--- config.mk ---
export PLATFORM = sky130hd
export DESIGN_NAME = rtcs_trim
export DESIGN_NICKNAME = d
export VERILOG_FILES = /design/src/hw/rtcs_pkg.sv /design/src/hw/rtcs_trim.sv
export SDC_FILE = /design/constraint.sdc
export NUM_CORES = 1
export LEC_CHECK = 0
export ABC_AREA = 1
export BUFFER_PORTS_ARGS = -buffer_cell sky130_fd_sc_hd__buf_4
export CORE_ASPECT_RATIO = 1.2
export CORE_MARGIN = 1.5
export CORE_UTILIZATION = 61
export CTS_BUF_LIST = sky130_fd_sc_hd__clkbuf_4 sky130_fd_sc_hd__clkbuf_8
export CTS_CLUSTER_DIAMETER = 80
export CTS_CLUSTER_SIZE = 8
export DETAILED_ROUTE_END_ITERATION = 6
export GPL_TIMING_DRIVEN = 0
export PLACE_DENSITY = 0.9
export RECOVER_POWER = 50
export SYNTH_ARGS = -nofsm -noshare
export SYNTH_HDL_FRONTEND = slang
export SYNTH_SLANG_ARGS = --single-unit
--- constraint.sdc ---
create_clock -name clk -period 2.3 [get_ports clk]
set_input_delay 0.23 -clock clk [delete_from_list [all_inputs] [get_ports clk]]
set_output_delay 0.23 -clock clk [all_outputs]
set_load 0.1 [all_outputs]
--- src/hw/rtcs_pkg.sv ---
// ==========================================================================
// Constants for RTC source selection and RC oscillator trim
package rtcs_pkg;
    // Synchroniser depth for every pin that crosses into clk
    localparam int SYNC_STAGES = 2;
    // Serial command word length and the trim direct command code
    localparam int CMD_W = 8;
    // Command code value is arbitrary, no code is given for it
    localparam logic [7:0] TRIM_CMD = 8'hc5;
    // Reference clock cycles that make up one calibration
    localparam int CAL_EDGES = 65;
    localparam int EDGE_W = 7;
    localparam logic [6:0] CAL_EDGES_M1 = 7'h40;
    localparam logic [3:0] CMD_BITS_M1 = 4'h7;
    // Default width of the measured trim value
    localparam int TRIM_W_DEF = 16;
    // Reset values
    localparam logic [15:0] TRIM_RST = 16'h0000;
    localparam logic [3:0] BITS_RST = 4'h0;
    localparam logic [6:0] EDGES_RST = 7'h00;
endpackage

--- src/hw/rtcs_trim.sv ---
`timescale 1ns/1ps
// Behaviour
// Source select 1 picks crystal, 0 picks RC
// External clock host uses crystal setting, output pin floating
// Calibration starts only on trim direct command
// RC off in power down, reset, crystal
// Trim volatile, lost when RC goes off
// Host raises chip select before trim command
// Host sends exactly 65 reference clock cycles
// Host lowers chip select after reference cycles
// Trim applied at 65th edge, kept until off
// Host holds external clock high in power down
// RTC frequency near quarter of carrier
// During calibration serial clock is only reference
module rtcs_trim #(
    parameter int TRIM_W = rtcs_pkg::TRIM_W_DEF
) (
    // Clock and reset
    input wire logic clk,
    input wire logic nrst,
    // Configuration from the device's own logic
    input wire logic clock_source_select,
    input wire logic power_down,
    // Serial data interface pins
    input wire logic cs,
    input wire logic sclk,
    input wire logic sdata,
    // Oscillator inputs
    input wire logic crystal_input_pin,
    input wire logic rc_osc_clk,
    // RTC clock and oscillator control
    output logic rtc_clk_q,
    output logic rtc_src_xtal_q,
    output logic rc_osc_en_q,
    // Calibration result
    output logic [TRIM_W-1:0] rc_trim_q,
    output logic trim_valid_q,
    output logic cal_busy_q
);

    // ======================================================================
    // Parameter check
    if (TRIM_W < 10 || TRIM_W > 16) begin : g_trim_w_check
        $error("rtcs_trim: TRIM_W must be 10 to 16");
    end

    // ======================================================================
    // Pin synchronisers
    // Every pin passes two flops; the extra flop per strobe gives edges
    logic [4:0] pin_a;
    logic [4:0] pin_s;
    logic cs_p_q;
    logic sclk_p_q;

    always_ff @(posedge clk or negedge nrst) begin
        if (!nrst) begin
            pin_a <= 5'h00;
            pin_s <= 5'h00;
            cs_p_q <= 1'b0;
            sclk_p_q <= 1'b0;
        end else begin
            pin_a <= {rc_osc_clk, crystal_input_pin, sdata, sclk, cs};
            pin_s <= pin_a;
            cs_p_q <= pin_s[0];
            sclk_p_q <= pin_s[1];
        end
    end

    logic cs_s;
    logic sclk_s;
    logic sdata_s;
    logic xtal_in_s;
    logic rc_osc_s;
    logic cs_rise;
    logic cs_fall;
    logic sclk_rise;
    logic sclk_fall;

    assign cs_s = pin_s[0];
    assign sclk_s = pin_s[1];
    assign sdata_s = pin_s[2];
    assign xtal_in_s = pin_s[3];
    assign rc_osc_s = pin_s[4];
    assign cs_rise = cs_s & ~cs_p_q;
    assign cs_fall = ~cs_s & cs_p_q;
    assign sclk_rise = sclk_s & ~sclk_p_q;
    assign sclk_fall = ~sclk_s & sclk_p_q;

    // ======================================================================
    // Clock source and RC oscillator enable
    logic rc_osc_on;
    logic rtc_clk_d;

    // RC runs only when neither power down nor crystal is chosen
    assign rc_osc_on = ~power_down & ~clock_source_select;

    always_comb begin
        // Crystal and external clock share the crystal input path
        rtc_clk_d = clock_source_select ? xtal_in_s : (rc_osc_s & rc_osc_on);
    end

    always_ff @(posedge clk or negedge nrst) begin
        if (!nrst) begin
            rtc_clk_q <= 1'b0;
            rtc_src_xtal_q <= 1'b0;
            rc_osc_en_q <= 1'b0;
        end else begin
            rtc_clk_q <= rtc_clk_d;
            rtc_src_xtal_q <= clock_source_select;
            rc_osc_en_q <= rc_osc_on;
        end
    end

    // ======================================================================
    // Command decode and calibration sequencer
    typedef enum logic [1:0] {
        RTCS_IDLE,
        RTCS_CMD,
        RTCS_CAL,
        RTCS_WAIT
    } rtcs_state_t;

    rtcs_state_t state_q, state_d;
    logic [rtcs_pkg::CMD_W-1:0] cmd_q, cmd_d;
    logic [3:0] bits_q, bits_d;
    logic [rtcs_pkg::EDGE_W-1:0] edges_q, edges_d;
    logic [TRIM_W-1:0] cyc_q, cyc_d;
    logic [TRIM_W-1:0] trim_d;
    logic trim_valid_d;
    logic apply;
    logic [rtcs_pkg::CMD_W-1:0] cmd_word;

    assign cmd_word = {cmd_q[rtcs_pkg::CMD_W-2:0], sdata_s};

    always_comb begin
        state_d = state_q;
        cmd_d = cmd_q;
        bits_d = bits_q;
        edges_d = edges_q;
        cyc_d = cyc_q;
        apply = 1'b0;
        case (state_q)
            RTCS_IDLE: begin
                if (cs_rise) begin
                    state_d = RTCS_CMD;
                    bits_d = rtcs_pkg::BITS_RST;
                end
            end
            RTCS_CMD: begin
                if (cs_fall) begin
                    state_d = RTCS_IDLE;
                end else if (sclk_fall) begin
                    cmd_d = cmd_word;
                    bits_d = bits_q + 4'h1;
                    if (bits_q == rtcs_pkg::CMD_BITS_M1) begin
                        // Other commands belong to the rest of the interface
                        if (cmd_word == rtcs_pkg::TRIM_CMD && rc_osc_on) begin
                            state_d = RTCS_CAL;
                            edges_d = rtcs_pkg::EDGES_RST;
                        end else begin
                            state_d = RTCS_WAIT;
                        end
                    end
                end
            end
            RTCS_CAL: begin
                // Serial data is not looked at here, only clock and chip select edges and the RC oscillator enable
                if (cs_fall || !rc_osc_on) begin
                    state_d = RTCS_IDLE;
                end else begin
                    if (edges_q != rtcs_pkg::EDGES_RST && cyc_q != {TRIM_W{1'b1}}) begin
                        cyc_d = cyc_q + 1'b1;
                    end
                    if (sclk_rise) begin
                        edges_d = edges_q + 7'h01;
                        if (edges_q == rtcs_pkg::EDGES_RST) begin
                            cyc_d = '0;
                        end
                        if (edges_q == rtcs_pkg::CAL_EDGES_M1) begin
                            apply = 1'b1;
                            state_d = RTCS_WAIT;
                        end
                    end
                end
            end
            RTCS_WAIT: begin
                if (cs_fall) begin
                    state_d = RTCS_IDLE;
                end
            end
            default: begin
                state_d = RTCS_IDLE;
            end
        endcase
    end

    always_comb begin
        // Volatile: losing the oscillator drops the calibration
        if (!rc_osc_on) begin
            trim_d = rtcs_pkg::TRIM_RST[TRIM_W-1:0];
            trim_valid_d = 1'b0;
        end else if (apply) begin
            // Cycles of clk spanning 64 reference periods
            trim_d = cyc_d;
            trim_valid_d = 1'b1;
        end else begin
            trim_d = rc_trim_q;
            trim_valid_d = trim_valid_q;
        end
    end

    always_ff @(posedge clk or negedge nrst) begin
        if (!nrst) begin
            state_q <= RTCS_IDLE;
            cmd_q <= '0;
            bits_q <= rtcs_pkg::BITS_RST;
            edges_q <= rtcs_pkg::EDGES_RST;
            cyc_q <= '0;
            rc_trim_q <= rtcs_pkg::TRIM_RST[TRIM_W-1:0];
            trim_valid_q <= 1'b0;
            cal_busy_q <= 1'b0;
        end else begin
            state_q <= state_d;
            cmd_q <= cmd_d;
            bits_q <= bits_d;
            edges_q <= edges_d;
            cyc_q <= cyc_d;
            rc_trim_q <= trim_d;
            trim_valid_q <= trim_valid_d;
            cal_busy_q <= (state_d == RTCS_CAL);
        end
    end
endmodule
==> metrics.md <==
| Metric | Value |
|---|---|
| Result of the run | `complete, but fails checks` |
| Failing checks | `capacitance limit, slew limit` |
| Core footprint | `between 0.005 and 0.006 mm2` |
| Syn Std Cell Area | `around 0.0033 mm2` |
| Share of async-settable or async-resettable flops after synthesis | `1.00` |
| Number of DRC markers after the initial detailed-route iteration | `180` |
| Number of gates resized after cts | `0` |
| Arrival @ worst endpoint | `between 2000 and 2500 ps` |
| Wire length per cell | `about 14 um` |
| Clock-pin slew reported for the worst setup and hold paths after clock tree synthesis | `roughly 80 ps` |
| Number of flops mapped to enable cells by yosys | `0` |
| Flops & latches, synth | `just under 70` |
| Post-Synthesis Net Count | `between 300 and 400` |
| Number of pins exceeding their max-slew limit in the final report | `70` |
| Maximum resistive drop on vdd | `0.687 mV` |
| RSZ-0062 raised after global routing | `no` |
| Leading area contributor after synthesis | `dfrtp_1` |
| CTS tree | `built` |
| Layout-stage area growth over the synthesis result | `14.7%` |
| Clock root buffer | `clkbuf_8` |
| Placer's final routability congestion estimate | `about 0.86` |
| Commonest cells post-synth | `nand2_1, dfrtp_1, inv_1, nor2_1, nand3_1` |
| Met2 routing resource usage after global routing | `0.423` |
| Die width | `~70 um` |
| I/O Buffers | `29` |
| Final setup fails | `0` |
| Tightest Pin Transition | `between 1500 and 2000 ps` |
| Post-layout net count | `441` |
| Distinct cells, synth | `38` |
| Wire length of the first global-routing pass | `11,400 um` |
| Clock latency at the later pin of the worst-skew pair | `between 300 and 400 ps` |
| DPL Wire Length | `4700 um` |
| Met1 layer usage reported by global route | `0.307` |
| Relative max-transition margin | `-0.0490` |
| Number of design rule violations left after detail routing | `0` |
| All-Layer GR Usage | `0.249` |
| IO Count | `30` |
| Worst-case clock buffer depth | `2` |
| Leakage component of the power | `around 2 nW` |
| Largest net degree at the start of global routing | `70` |
| ANT cells | `0` |
| Worst Setup End Kind | `flop` |
| Fraction of synthesized cell area taken by the top area cell type | `0.528` |
| Level count of the clock H-tree | `3` |
| Warnings, synthesis | `0` |
| Via-per-instance ratio | `around 5.4` |
| Global Route met3 Usage | `0.0449` |
| DRT antenna net count | `0` |
| Achievable frequency | `slightly above 500 MHz` |
| Worst hold-check slack | `40.8 ps` |
| Global-route layer with the greatest usage | `met2` |
| Required time at the worst-slack endpoint | `around 2500 ps` |
| Die boundary height | `83.2 um` |
| Gr ovfl total | `0` |
| WS Path Type | `flop to flop` |
| Pre-CTS worst setup slack | `409 ps` |
| Effective utilization at floorplan | `0.626` |
| Min-Delay Path Class | `primary input to flop` |
| Cell Pwr Density | `slightly below 700 mW/mm2` |
| Site row count | `29` |
| Tmin final | `1960 ps` |
| Maxcap violations | `1` |
| Period utilisation layout | `0.852` |
| Final core utilization | `0.718` |
| Worst clock skew | `around 13 ps` |
| Sequential cell area fraction in the yosys report | `0.528` |
| Die area | `0.00581 mm2` |
| Layout cells sized above 1 | `0.164` |
| Final hold violation count | `0` |
| Maximum net fanout on the critical path | `5` |
| Vias in the first global route | `around 2,600` |
| Post-detailed-routing wire length | `6730 um` |
| Final std cell area, no fill | `roughly 0.0038 mm2` |
| Worst setup slack after layout | `341 ps` |
| Startpoint class of the critical path | `flop` |
| Fin Setup TNS | `0 ps` |
| Antenna violations before repair | `0` |
| CTS sink cnt | `69` |
| Number of vias after detailed routing | `about 2,700` |
| Average instance area after synthesis | `about 8.6 um2` |
| Number of cells produced by synthesis | `roughly 380` |
| Most common flop cell mapped by yosys | `dfrtp_1` |
| TritonCTS buffer count | `9` |
| Iteration count of the initial detailed-routing pass | `6` |
| Dominant cells by area after synthesis | `dfrtp_1, nand2_1, inv_1, nor2_1, nand4_1` |
| Post-DP Area | `about 0.0036 mm2` |
| Top-count cell post-synth | `nand2_1` |
-- power breakdown --
part	total, mW	internal, mW	switching [mW]
sequential	1.39	1.31	0.0777
clock	0.871	0.392	0.479
combinational	0.333	0.116	0.217
total	2.59	1.82	0.774
-- through the flow --
step	cells	power, mW
2_1_floorplan	382	1.63
3_3_place_gp	473	1.71
3_5_place_dp	473	1.74
4_1_cts	495	2.62
5_1_grt	495	2.70
6_report	495	2.59
-- area by class of cell --
cell class / instances / area, um2
Fill cell: 404 / 1470
Buffer: 4 / 32.5
Tap cell: 62 / 77.6
Clock buffer: 9 / 124
Multi-Input combinational cell: 254 / 1290
Sequential cell: 69 / 1730
Inverter: 55 / 206
Timing Repair Buffer: 35 / 245
Clock inverter: 7 / 50.0
-- critical path, stage by stage (launching register included) --
cell     delay, ps
dfrtp_1        410
ha_1           250
nand2_1         70
nor2_1         230
nand4_2        230
nand2_4        170
nor2_4          50
or2_2          280
nand4_1        100
nand2_1         50
-- worst paths after layout --
check / depth (start not counted) / endpoint / from / slack, ps
worst min register to register: 0 / pin_s[1] / pin_a[1] / 350
max in group asynchronous: 2 / edges_q[3] / nrst / 540
worst max-delay path: 9 / rc_trim_q[5] / cyc_q[0] / 340
min in group asynchronous: 2 / rtc_clk_q / nrst / 820
worst max register to register: 9 / rc_trim_q[5] / cyc_q[0] / 340
worst min-delay path: 1 / rtc_src_xtal_q / clock_source_select / 40
-- cells by family (layout without fill, tap and decap cells) --
group                      after synthesis  count (layout)  share of synthesized area
DFF                                     69              69                      0.528
AOI/OAI and AO/OA                       41              41                     0.0715
xor gates and xnor gates                 2               2                    0.00535
buffers and inverters                   59             110                     0.0730
adders and majority gates                4               4                     0.0153
muxes                                    1               1                    0.00344
and+or+nand+nor                        206             206                      0.304
-- state kept, by name (all words and copies together), names as in the netlist, 2 cells and up --
register and count:
cmd_q 7, edges_q 7, pin_a 5, cyc_q 16
rc_trim_q 16, pin_s 5, state_q 2, bits_q 4
-- metal layers --
layer	part of all wire	routed length [um]
met5	0	0
met4	0.012	82
met3	0.036	242
met2	0.52	3510
met1	0.43	2890
-- timing repair --
item / in CTS / in global routing
setup endpoints to repair: 0 / 0
endpoints found under the hold margin: 8 / 0
hold buffers: 6 / 0
setup buffers: 0 / 0
-- placed cells by master, fill, tap and decap left out, types with 5 or more instances in the layout --
cell           netlist  final
nand2_1            102    102
dfrtp_1             69     69
inv_1               47     47
nor2_1              35     36
nand3_1             19     19
nand4_1             18     18
o21ai_0             17     17
buf_4                0     15
clkbuf_8             0      9
inv_2                8      8
clkbuf_1             0      8
o21ai_1              7      7
a21oi_1              7      7
dlygate4sd3_1        0      6
clkbuf_4             0      5
Note: power is estimated with default switching activity, not from simulation.
